--- config.mk ---
export PLATFORM = sky130hd
export DESIGN_NAME = global_serdes_control_regs
export DESIGN_NICKNAME = d
export VERILOG_FILES = /design/src/rtl/serdes_ctrl_pkg.sv /design/src/rtl/global_serdes_control_regs.sv
export VERILOG_INCLUDE_DIRS = /design/src /design/src/rtl
export SDC_FILE = /design/constraint.sdc
export NUM_CORES = 1
export LEC_CHECK = 0
export BUFFER_PORTS_ARGS = -buffer_cell sky130_fd_sc_hd__buf_2
export CORE_ASPECT_RATIO = 1.5
export CORE_UTILIZATION = 57
export DETAILED_ROUTE_END_ITERATION = 8
export PLACE_DENSITY = 0.89
export SLEW_MARGIN = 25
export SYNTH_ARGS = -nofsm -noshare
export SYNTH_HDL_FRONTEND = slang
export SYNTH_SLANG_ARGS = --single-unit
export TNS_END_PERCENT = 5
--- constraint.sdc ---
create_clock -name sys_clk -period 1.9 [get_ports sys_clk]
set_input_delay 0.285 -clock sys_clk [delete_from_list [all_inputs] [get_ports sys_clk]]
set_output_delay 0.285 -clock sys_clk [all_outputs]
set_load 0.05 [all_outputs]
--- src/rtl/serdes_ctrl_params.svh ---
// Offsets, field positions, reset values and code points of the global control register bank
`ifndef SERDES_CTRL_PARAMS_SVH
`define SERDES_CTRL_PARAMS_SVH

`define REG_RESERVED_CTRL_A 5'h17
`define REG_GLOBAL_MODE_CONTROL 5'h18
`define REG_RESERVED_CTRL_B 5'h19
`define REG_RESERVED_STAT_0 5'h1a
`define REG_RESERVED_STAT_1 5'h1b
`define REG_RESERVED_STAT_2 5'h1c

`define GMC_RESET 16'h100c
`define GMC_WRITE_MASK 16'hd30c
`define GMC_GIG_ETH_BIT 15
`define GMC_BUSY_BIT 14
`define GMC_CTC_BIT 12
`define GMC_CHECK_BIT 9
`define GMC_GEN_BIT 8
`define GMC_EMPH_HI 3
`define GMC_EMPH_LO 2

`define MDIO_PREAMBLE_LEN 6'h20
`define MDIO_OP_READ 2'h2
`define MDIO_OP_WRITE 2'h1
`define MDIO_LAST_OP_BIT 4'h1
`define MDIO_LAST_ADDR_BIT 4'h9
`define MDIO_LAST_DATA_BIT 4'hf

`define CODE_K28_5 8'hbc
`define CODE_D10_1 8'h2a
`define CODE_D15_2 8'h4f
`define CODE_D5_6 8'hc5

`endif

--- src/rtl/serdes_ctrl_pkg.sv ---
// Types shared by the global control register bank
package serdes_ctrl_pkg;
    typedef enum logic [2:0] {
        MG_PREAMBLE = 3'h0,
        MG_START = 3'h1,
        MG_OPCODE = 3'h3,
        MG_ADDRESS = 3'h2,
        MG_TURN = 3'h6,
        MG_DATA = 3'h7
    } mgmt_state_t;
endpackage

--- src/rtl/global_serdes_control_regs.sv ---
// Global mode control register bank with management frame slave and idle handling
//
// Contract
// - In gig-eth mode, K28.5 followed by any data character is an idle sequence.
// - With busy active, K28.5 D10.1 follows busy handling, not idle handling.
// - In gig-eth mode transmit D5.6 instead of D15.2 after K28.5.
// - Effective gig-eth mode is register bit OR gig-eth select pin.
// - Busy set: K28.5 D10.1 passes through as ordinary data.
// - Busy clear: K28.5 D10.1 is treated as idle.
// - Effective busy mode is register bit OR busy pin.
// - Busy behaviour only acts while gig-eth mode is effective.
// - Pattern check bit enables checking on all receive channels.
// - Pattern generate bit enables generation on all channels.
// - Two-bit emphasis field selects none, low, mid, high; resets to high.
// - Bit 13 of the control register reads zero, writes ignored.
// - Bits 11:10 and 7:4 read zero, writes ignored.
// - Registers 0x17 and 0x19 to 0x1c read zero and are read-only.
`timescale 1ns/100ps
`default_nettype none
`include "serdes_ctrl_params.svh"

module global_serdes_control_regs
    import serdes_ctrl_pkg::*;
(
    input wire logic sys_clk,
    input wire logic rst_n,
    input wire logic clk_en,
    input wire logic [4:0] phy_address,
    input wire logic mdc,
    input wire logic mdio_in,
    output logic mdio_out,
    output logic mdio_oe_n,
    input wire logic gig_eth_select_pin,
    input wire logic busy_passthrough_pin,
    input wire logic rx_code_valid,
    input wire logic [7:0] rx_code,
    input wire logic rx_is_control,
    output logic rx_idle_seq,
    output logic rx_busy_data,
    input wire logic tx_code_valid,
    input wire logic [7:0] tx_code,
    input wire logic tx_is_control,
    output logic tx_code_out_valid,
    output logic [7:0] tx_code_out,
    output logic tx_is_control_out,
    output logic gig_eth_idle_handling,
    output logic busy_sequence_passthrough,
    output logic clock_tolerance_comp_on,
    output logic pattern_check_global_on,
    output logic pattern_gen_global_on,
    output logic [1:0] global_tx_emphasis_level
);

    logic [15:0] global_mode_control;
    logic mdc_q;
    logic mdc_rise;
    mgmt_state_t mg_state;
    logic [5:0] ones_count;
    logic [3:0] bit_count;
    logic [1:0] op_code;
    logic [9:0] addr_shift;
    logic [15:0] data_shift;
    logic reading;
    logic rx_prev_comma;
    logic tx_prev_comma;
    logic ge_eff;
    logic busy_eff;
    logic frame_step;
    logic op_done;
    logic addr_done;
    logic data_done;
    logic write_hit;

    // Read value of a register index; everything except the mode register reads zero
    function automatic logic [15:0] read_value(input logic [4:0] idx, input logic [15:0] ctrl);
        logic [15:0] v;
        v = 16'h0000;
        if (idx == `REG_GLOBAL_MODE_CONTROL) begin
            v = ctrl & `GMC_WRITE_MASK;
        end
        return v;
    endfunction

    // Comma character of an idle pair, shared by the receive and transmit paths
    function automatic logic is_comma(input logic is_control, input logic [7:0] code);
        return is_control && (code == `CODE_K28_5);
    endfunction

    // End test of the bit counter, shared by the opcode, address and data fields of the frame
    function automatic logic field_done(input logic [3:0] count, input logic [3:0] last);
        return count == last;
    endfunction

    assign mdc_rise = mdc & ~mdc_q;
    assign frame_step = clk_en & mdc_rise;
    assign op_done = field_done(bit_count, `MDIO_LAST_OP_BIT);
    assign addr_done = field_done(bit_count, `MDIO_LAST_ADDR_BIT);
    assign data_done = field_done(bit_count, `MDIO_LAST_DATA_BIT);
    // Last data bit of a write frame to this port and the mode register
    assign write_hit = (mg_state == MG_DATA) && data_done && (op_code == `MDIO_OP_WRITE) &&
                       (addr_shift[9:5] == phy_address) && (addr_shift[4:0] == `REG_GLOBAL_MODE_CONTROL);
    assign ge_eff = global_mode_control[`GMC_GIG_ETH_BIT] | gig_eth_select_pin;
    assign busy_eff = global_mode_control[`GMC_BUSY_BIT] | busy_passthrough_pin;

    always_ff @(posedge sys_clk) begin
        if (!rst_n) begin
            mdc_q <= 1'b0;
        end else if (clk_en) begin
            mdc_q <= mdc;
        end
    end

    // Preamble ones, saturating at the minimum run length
    always_ff @(posedge sys_clk) begin
        if (!rst_n) begin
            ones_count <= 6'h00;
        end else if (frame_step) begin
            if (mg_state != MG_PREAMBLE || !mdio_in) begin
                ones_count <= 6'h00;
            end else if (ones_count != `MDIO_PREAMBLE_LEN) begin
                ones_count <= ones_count + 6'h01;
            end
        end
    end

    // Frame state, one step per management clock rise
    always_ff @(posedge sys_clk) begin
        if (!rst_n) begin
            mg_state <= MG_PREAMBLE;
        end else if (frame_step) begin
            case (mg_state)
                MG_PREAMBLE: begin
                    if (!mdio_in && ones_count == `MDIO_PREAMBLE_LEN) begin
                        mg_state <= MG_START;
                    end
                end
                MG_START: begin
                    mg_state <= mdio_in ? MG_OPCODE : MG_PREAMBLE;
                end
                MG_OPCODE: begin
                    if (op_done) begin
                        mg_state <= MG_ADDRESS;
                    end
                end
                MG_ADDRESS: begin
                    if (addr_done) begin
                        mg_state <= MG_TURN;
                    end
                end
                MG_TURN: begin
                    if (bit_count != 4'h0) begin
                        mg_state <= MG_DATA;
                    end
                end
                MG_DATA: begin
                    if (data_done) begin
                        mg_state <= MG_PREAMBLE;
                    end
                end
                default: begin
                    mg_state <= MG_PREAMBLE;
                end
            endcase
        end
    end

    // Bit position inside the current field
    always_ff @(posedge sys_clk) begin
        if (!rst_n) begin
            bit_count <= 4'h0;
        end else if (frame_step) begin
            case (mg_state)
                MG_OPCODE: begin
                    bit_count <= op_done ? 4'h0 : bit_count + 4'h1;
                end
                MG_ADDRESS: begin
                    bit_count <= addr_done ? 4'h0 : bit_count + 4'h1;
                end
                MG_TURN: begin
                    bit_count <= (bit_count == 4'h0) ? 4'h1 : 4'h0;
                end
                MG_DATA: begin
                    bit_count <= data_done ? 4'h0 : bit_count + 4'h1;
                end
                default: begin
                    bit_count <= 4'h0;
                end
            endcase
        end
    end

    // Operation code and address fields, most significant bit first
    always_ff @(posedge sys_clk) begin
        if (!rst_n) begin
            op_code <= 2'h0;
            addr_shift <= 10'h000;
        end else if (frame_step) begin
            if (mg_state == MG_OPCODE) begin
                op_code <= {op_code[0], mdio_in};
            end
            if (mg_state == MG_ADDRESS) begin
                addr_shift <= {addr_shift[8:0], mdio_in};
            end
        end
    end

    // Read frame to this port; the last address bit is still in flight, so the port sits one place lower
    always_ff @(posedge sys_clk) begin
        if (!rst_n) begin
            reading <= 1'b0;
        end else if (frame_step) begin
            if (mg_state == MG_ADDRESS && addr_done) begin
                reading <= (op_code == `MDIO_OP_READ) && (addr_shift[8:4] == phy_address);
            end else if ((mg_state == MG_DATA && data_done) || mg_state == MG_PREAMBLE) begin
                reading <= 1'b0;
            end
        end
    end

    // Data shifter: loads the read value at turnaround, shifts out on reads and in on writes
    always_ff @(posedge sys_clk) begin
        if (!rst_n) begin
            data_shift <= 16'h0000;
        end else if (frame_step) begin
            case (mg_state)
                MG_TURN: begin
                    if (reading && bit_count == 4'h0) begin
                        data_shift <= read_value(addr_shift[4:0], global_mode_control);
                    end else if (reading) begin
                        data_shift <= {data_shift[14:0], 1'b0};
                    end
                end
                MG_DATA: begin
                    data_shift <= {data_shift[14:0], reading ? 1'b0 : mdio_in};
                end
                default: begin
                    data_shift <= data_shift;
                end
            endcase
        end
    end

    // Wire driver: zero in the second turnaround bit, then the read value, released otherwise
    always_ff @(posedge sys_clk) begin
        if (!rst_n) begin
            mdio_out <= 1'b1;
            mdio_oe_n <= 1'b1;
        end else if (frame_step) begin
            case (mg_state)
                MG_TURN: begin
                    if (reading) begin
                        mdio_oe_n <= 1'b0;
                        mdio_out <= (bit_count == 4'h0) ? 1'b0 : data_shift[15];
                    end
                end
                MG_DATA: begin
                    if (data_done) begin
                        mdio_oe_n <= 1'b1;
                        mdio_out <= 1'b1;
                    end else if (reading) begin
                        mdio_out <= data_shift[15];
                    end
                end
                default: begin
                    mdio_oe_n <= 1'b1;
                    mdio_out <= 1'b1;
                end
            endcase
        end
    end

    // Mode register write at the last data bit of a matching write frame
    always_ff @(posedge sys_clk) begin
        if (!rst_n) begin
            global_mode_control <= `GMC_RESET;
        end else if (frame_step && write_hit) begin
            global_mode_control <= {data_shift[14:0], mdio_in} & `GMC_WRITE_MASK;
        end
    end

    // Effective mode levels towards the datapath
    always_ff @(posedge sys_clk) begin
        if (!rst_n) begin
            gig_eth_idle_handling <= 1'b0;
            busy_sequence_passthrough <= 1'b0;
            clock_tolerance_comp_on <= 1'b1;
            pattern_check_global_on <= 1'b0;
            pattern_gen_global_on <= 1'b0;
            global_tx_emphasis_level <= 2'h3;
        end else if (clk_en) begin
            gig_eth_idle_handling <= ge_eff;
            busy_sequence_passthrough <= ge_eff & busy_eff;
            clock_tolerance_comp_on <= global_mode_control[`GMC_CTC_BIT];
            pattern_check_global_on <= global_mode_control[`GMC_CHECK_BIT];
            pattern_gen_global_on <= global_mode_control[`GMC_GEN_BIT];
            global_tx_emphasis_level <= global_mode_control[`GMC_EMPH_HI:`GMC_EMPH_LO];
        end
    end

    // Receive idle classification of the character following a comma
    always_ff @(posedge sys_clk) begin
        if (!rst_n) begin
            rx_prev_comma <= 1'b0;
            rx_idle_seq <= 1'b0;
            rx_busy_data <= 1'b0;
        end else if (clk_en) begin
            rx_idle_seq <= 1'b0;
            rx_busy_data <= 1'b0;
            if (rx_code_valid) begin
                rx_prev_comma <= is_comma(rx_is_control, rx_code);
                if (rx_prev_comma && !rx_is_control && ge_eff) begin
                    if (rx_code == `CODE_D10_1 && busy_eff) begin
                        rx_busy_data <= 1'b1;
                    end else begin
                        rx_idle_seq <= 1'b1;
                    end
                end
            end
        end
    end

    // Transmit disparity correction of the idle pair
    always_ff @(posedge sys_clk) begin
        if (!rst_n) begin
            tx_prev_comma <= 1'b0;
            tx_code_out_valid <= 1'b0;
            tx_code_out <= 8'h00;
            tx_is_control_out <= 1'b0;
        end else if (clk_en) begin
            tx_code_out_valid <= tx_code_valid;
            tx_is_control_out <= tx_is_control;
            tx_code_out <= tx_code;
            if (tx_code_valid) begin
                tx_prev_comma <= is_comma(tx_is_control, tx_code);
                if (ge_eff && tx_prev_comma && !tx_is_control && tx_code == `CODE_D15_2) begin
                    tx_code_out <= `CODE_D5_6;
                end
            end
        end
    end

endmodule

`default_nettype wire

# Yosys cells after proc, flatten, opt, wreduce, memory -nomap -nowiden
# Index checks and enable logic that the tools add are counted.
[totals]
output_inout_bits = 21
word_cells = 135
register_bits = 73
input_bits = 32
[classes]
n_addsub = 2
bitwise = 6
eq_ne = 27
n_reduce_logical = 39
mux = 37
[ops]
columns = ["operator", "n"]
rows = [
  ["16-bit 2-to-1 mux", 3],
  ["16-bit case mux with 2 select lines", 1],
  ["3-bit case mux with 6 select lines", 1],
  ["1-bit logical AND", 17],
  ["8-bit == test (second input constant)", 2],
  ["1-bit 2-to-1 mux", 16],
  ["8-bit 2-to-1 mux", 2],
  ["4-bit case mux with 4 select lines", 1],
  ["3-bit 2-to-1 mux", 5],
  ["4-bit 2-to-1 mux", 3],
  ["6-bit 2-to-1 mux", 2],
  ["2-bit inequality test (second input constant)", 6],
  ["2-bit AND reduction", 6],
  ["5-bit == test", 2],
  ["3-bit AND reduction", 3],
  ["4-bit == test (second input constant)", 2],
  ["8-bit by 6-bit == test with 1-bit output (second input constant)", 1],
  ["8-bit by 7-bit == test with 1-bit output (second input constant)", 1],
  ["6-bit by 1-bit adder with 6-bit output (second input constant)", 1],
  ["3-bit by 2-bit == test with 1-bit output (second input constant)", 2],
  ["3-bit == test (second input constant)", 2],
  ["6-bit == test (second input constant)", 1],
  ["3-bit inequality test (second input constant)", 2],
  ["6-bit inequality test (second input constant)", 1],
  ["19 further kinds", 28],
]

# Depth between registers and ports, before layout
[depth]
word_depth = 6
depth_mapped = 7
mapped_depth_nobuf = 6

# Least setup slack after synthesis
# No wires, ideal clock.
[synth_timing]
path_kind = "register to register"
startpoint = "register ones_count[0]"
endpoint = "register ones_count[2]"
path_stages_with_launch = 7
setup_ps = 115
synth_period_minus_slack_ps = 1589
path_buffers = 0
path_slack_ps = 311
required_time_ps = 1785
t_arrival_ps = 1474
path_cell_list = "dfxtp_1 inv_1 ha_1 or4b_1 o311ai_4 xor2_1 nor2_1"
[synth_via]
elab_chain_len = 3
elab_cells_between_ends = 6
classes_between = "1 x add/sub; 1 x eq/ne; 2 x mux; 2 x reduce/logical"
[synth_lines]
columns = ["item", "line", "text"]
rows = [
  ["from (decl)", "global_serdes_control_regs.sv:58", "logic [5:0] ones_count;"],
  ["from (signal assigned)", "global_serdes_control_regs.sv:121", "ones_count <= ones_count + 6'h01;"],
  ["6-bit by 1-bit adder with 6-bit output or 6-bit inequality test (tied branches)", "n/a", ""],
  ["6-bit 2-to-1 mux or 2-bit nonzero test (tied branches)", "n/a", ""],
  ["6-bit 2-to-1 mux or 2-bit AND reduction (tied branches)", "n/a", ""],
]
# Parallel ways exist; a longest one is shown, timed or not. The select of a mux whose other input is x is not followed.
# A chain may end at the register's enable or synchronous reset.

# Final worst setup path
[layout_timing]
startpoint = "register mg_state[2]"
endpoint = "register data_shift[14]"
[layout_via]
elab_chain_len = 3
elab_cells_between_ends = 6
classes_between = "3 x eq/ne; 1 x mux; 2 x reduce/logical"
[layout_lines]
columns = ["item", "line", "text"]
rows = [
  ["from (decl)", "global_serdes_control_regs.sv:57", "mgmt_state_t mg_state;"],
  ["from (signal assigned)", "global_serdes_control_regs.sv:138", "mg_state <= mdio_in ? MG_OPCODE : MG_PREAMBLE;"],
  ["3-bit == test", "global_serdes_control_regs.sv:225", "case (mg_state)"],
  ["3-bit inequality test (no source line) or 2-bit nonzero test (tied branches)", "n/a", ""],
  ["3-bit AND reduction (no source line)", "n/a", ""],
  ["to (signal assigned)", "global_serdes_control_regs.sv:228", "data_shift <= read_value(addr_shift[4:0], global_mode_control);"],
  ["to (signal assigned)", "global_serdes_control_regs.sv:230", "data_shift <= {data_shift[14:0], 1'b0};"],
  ["to (signal assigned)", "global_serdes_control_regs.sv:234", "data_shift <= {data_shift[14:0], reading ? 1'b0 : mdio_in};"],
  ["to (decl)", "global_serdes_control_regs.sv:62", "logic [15:0] data_shift;"],
]
# Parallel ways exist; a longest one is shown, timed or not.

==> qor.yml <==
critical_path:
  r2r_setup_slack_ns: 0.12
  reg2reg_from: "mg_state[2]$_SDFFE_PN0P_"
  cp.depth: 5
  path_class: "reg2reg"
  setup.worst_path.start_class: "flip-flop"
  crit_required_ns: 2.14
  startpoint: "mg_state[2]$_SDFFE_PN0P_"
  rr_worst_depth: 5
  path_buf_inv: 1
  r2r_end: "data_shift[14]$_SDFFE_PN0P_"
  crit_path_frequent_cell: "a21oi_1"
  end_kind: "flip-flop"
  crit_fanout: 10
  worstPathArrival_ns: 2.02
  max_stage_delay_ns: 0.49
  cp_top_family: "compound AO/OA/AOI/OAI gates"
  endpoint: "data_shift[14]$_SDFFE_PN0P_"
  worst_path_max_delay_cell: "dfxtp_1"
  path_cells: "and2_1 > buf_4 > o211ai_1 > a21oi_1 > a21oi_1"
yosys:
  synthesis.nets: 450
  yosys.area_share.simple: 0.2550
  synth_top_area_frac: 0.4042
  synth_compound_area_frac: 0.1675
  yosys.area.top_type: "dfxtp_1"
  synth_xor_area_frac: 0.03633
  syn-cell-area_sq_um: 3616
  synth_cell_types: 61
  synth_fa_ha_area_frac: 0.01730
  muxShareOfSynthArea: 0.07197
  synth_flop_cell: "dfxtp_1"
  synth_top_family_by_area: "simple AND/OR/NAND/NOR gates"
  synth_area_leaders: "dfxtp_1 40%, mux2i_1 7.2%, a21oi_1 4.0%"
  avgSynthCellArea_sq_um: 8.755
  yosys_register_bits: 73
  synth_enable_flop_cells: 0
  yosysSeqAreaShare: 0.4042
  synth-async-reset-ratio: 0
  synthCells: 413
  yosysWarnings: 0
final_layout:
  antenna_cells: 0
  area_growth_syn_to_layout_pct: 16.82
  final_net_count: 501
  layout_common_cells: "72 x dfxtp_1, 52 x buf_2, 37 x nor2_1"
  layout_commonest_cell: "dfxtp_1"
  layout.cells.non_filler: 543
  layout-drive-gt1-share: 0.2004
cts:
  cts_tree: "done"
  cts-root-buf: "clkbuf_8"
  post_cts_buffers: 0
  clock_latency_ns: 0.36
  clk_pin_slew_ns: 0.08
  cts_made_buffers: 9
  cts_sinks: 73
  htreeDepth: 3
  max-clock-path-buffers: 2
die:
  ios: 53
  start_util: 0.5898
  die_x_um: 67.03
  coreArea_sq_um: 6131
  rows: 35
  fp.dieArea_sq_um: 6673
  die_h_um: 99.55
detailed_routing:
  totalWireLength_mm: 9.024
  initialDrtViolationCount: 208
  vias_per_cell: 6.227
  drtPass1Iterations: 5
  drc: 0
  via_count: 3381
  routedWlPerCell_um: 16.62
  ant_nets: 0
place:
  dp_hpwl_mm: 6.412
  pre_cts_ws_ns: 0.1484
  dpl.cell_count: 527
  io_buffers: 52
  gp_congestion: 0.9092
timing:
  worst_pin_slew_ns: 0.7260
  fin_crit_ns: 1.781
  fin_skew_ns: 0.009081
  fmax_mhz: 561.5
  finalCritPeriodShare: 0.9373
  whs_ns: 0.1882
  rsz0062_at_grt: "yes"
  finalSetupViolCount: 0
  hold_viol_final: 0
  setup_ws_ns: 0.1192
  drv_slew: 0
  slew_headroom: 0.5138
power:
  irDropWorstVdd_uv: 576.0
  power_leakage_nw: 1.646
  powerDensity_nw_per_um2: 790.7
global_route:
  grt_pass1_wl_mm: 14.97
  overflow: 0
  antenna_found_initial: 0
  grt_max_degree: 35
  grt_usage: 0.2956
  grt_pass1_vias: 3265
min_path:
  hold_class: "in2reg"
  min_from: "tx_code[1]"
run_status:
  status: "finished, final reports clean"
run:
  maxCapViolCount: 0
## how the worst min path moves through the flow
stage | to | slack (ns) | cells past startpoint
4_1_cts | tx_code_out[1]$_SDFFE_PN0P_ | 0.17 | 3
3_5_place_dp | data_shift[10]$_SDFFE_PN0P_ | 0.45 | 2
2_1_floorplan | tx_code_out[7]$_SDFFE_PN0P_ | 0.41 | 2
3_3_place_gp | data_shift[6]$_SDFFE_PN0P_ | 0.44 | 2
5_1_grt | tx_code_out[7]$_SDFFE_PN0P_ | 0.20 | 3
6_report | tx_code_out[1]$_SDFFE_PN0P_ | 0.19 | 3
## repair_timing
item / CTS / global route
resized for setup: 0 / 5
endpoints found under the setup margin: 0 / 7
hold endpoints to repair: 0 / 0
hold buffers: 0 / 0
## cells in the mapped netlist (all sizes together) (2+ instances only)
| master | instances |
|---|---|
| dfxtp | 73 |
| nor2 | 37 |
| nand2 | 33 |
| a21oi | 29 |
| nand3 | 29 |
| mux2i | 26 |
| nand4 | 21 |
| buf | 15 |
| clkbuf | 12 |
| inv | 12 |
| o31ai | 10 |
| o21ai | 9 |
| xnor2 | 8 |
| a31oi | 7 |
| nor3 | 7 |
| xor2 | 7 |
| a21o | 5 |
| and4 | 5 |
| ha | 5 |
| nand2b | 5 |
| nor2b | 5 |
| a211oi | 4 |
| a2bb2oi | 4 |
| nor4b | 4 |
| o211ai | 4 |
| or4b | 4 |
| and3 | 3 |
| a32oi | 2 |
| and2 | 2 |
| nand3b | 2 |
| nand4bb | 2 |
| nor4 | 2 |
| o221ai | 2 |
| or4 | 2 |
## cell type report
| cell class | instances | area [sq um] |
|---|---|---|
| tap | 74 | 92.59 |
| clock buffer | 10 | 127.6 |
| fill | 462 | 1907 |
| multi-input combinational | 301 | 1996 |
| clock inverter | 6 | 115.1 |
| timing repair buffer | 67 | 385.4 |
| sequential | 73 | 1463 |
| inverter | 12 | 45.04 |
## worst min-delay path, stage by stage
cell	delay (ns)
buf_2	0.10
a21oi_1	0.05
nor2_1	0.07
## power by group
group          internal [W]  switching, W  total [W]  leakage, nW
Sequential          0.00155     0.0000190    0.00157        0.592
Combinational      0.000102      0.000176   0.000278        0.937
Clock              0.000879      0.000610    0.00149        0.117
Total               0.00253      0.000805    0.00334         1.65
## sequential cells by signal, indices dropped and copies added (netlist names), 2 cells and up
name,count
addr_shift,10
mg_state,3
data_shift,16
global_tx_emphasis_level,2
op_code,2
global_mode_control,7
ones_count,6
bit_count,4
tx_code_out,8
## per-stage QoR
step                cell area, sq um  total power, W    util  setup TNS, ns
finish                          4224        0.003340  0.6890              0
global route                    4224        0.003429  0.6890       -0.05747
CTS                             4209        0.003349  0.6865              0
detailed placement              3966        0.001882  0.6469              0
global placement                3966        0.001875  0.6469              0
floorplan                       3616        0.001783       -              0
## metal layers
metal | GRT usage | up-vias | part of all wire
li1 | - | 1619 | -
met1 | 0.3369 | 1579 | 0.38
met2 | 0.4892 | 158 | 0.52
met3 | 0.07339 | 25 | 0.063
met4 | 0.1653 | 0 | 0.029
met5 | 0 | - | 0
## cell families (layout without fill, tap and decap cells)
family,count (synthesis),count (layout)
mux,26,26
simple gates,169,169
compound gates,86,86
buf+inv,39,95
fa+ha+maj,5,5
flops,73,73
xor+xnor,15,15
Note: power is estimated with default switching activity, not from simulation.
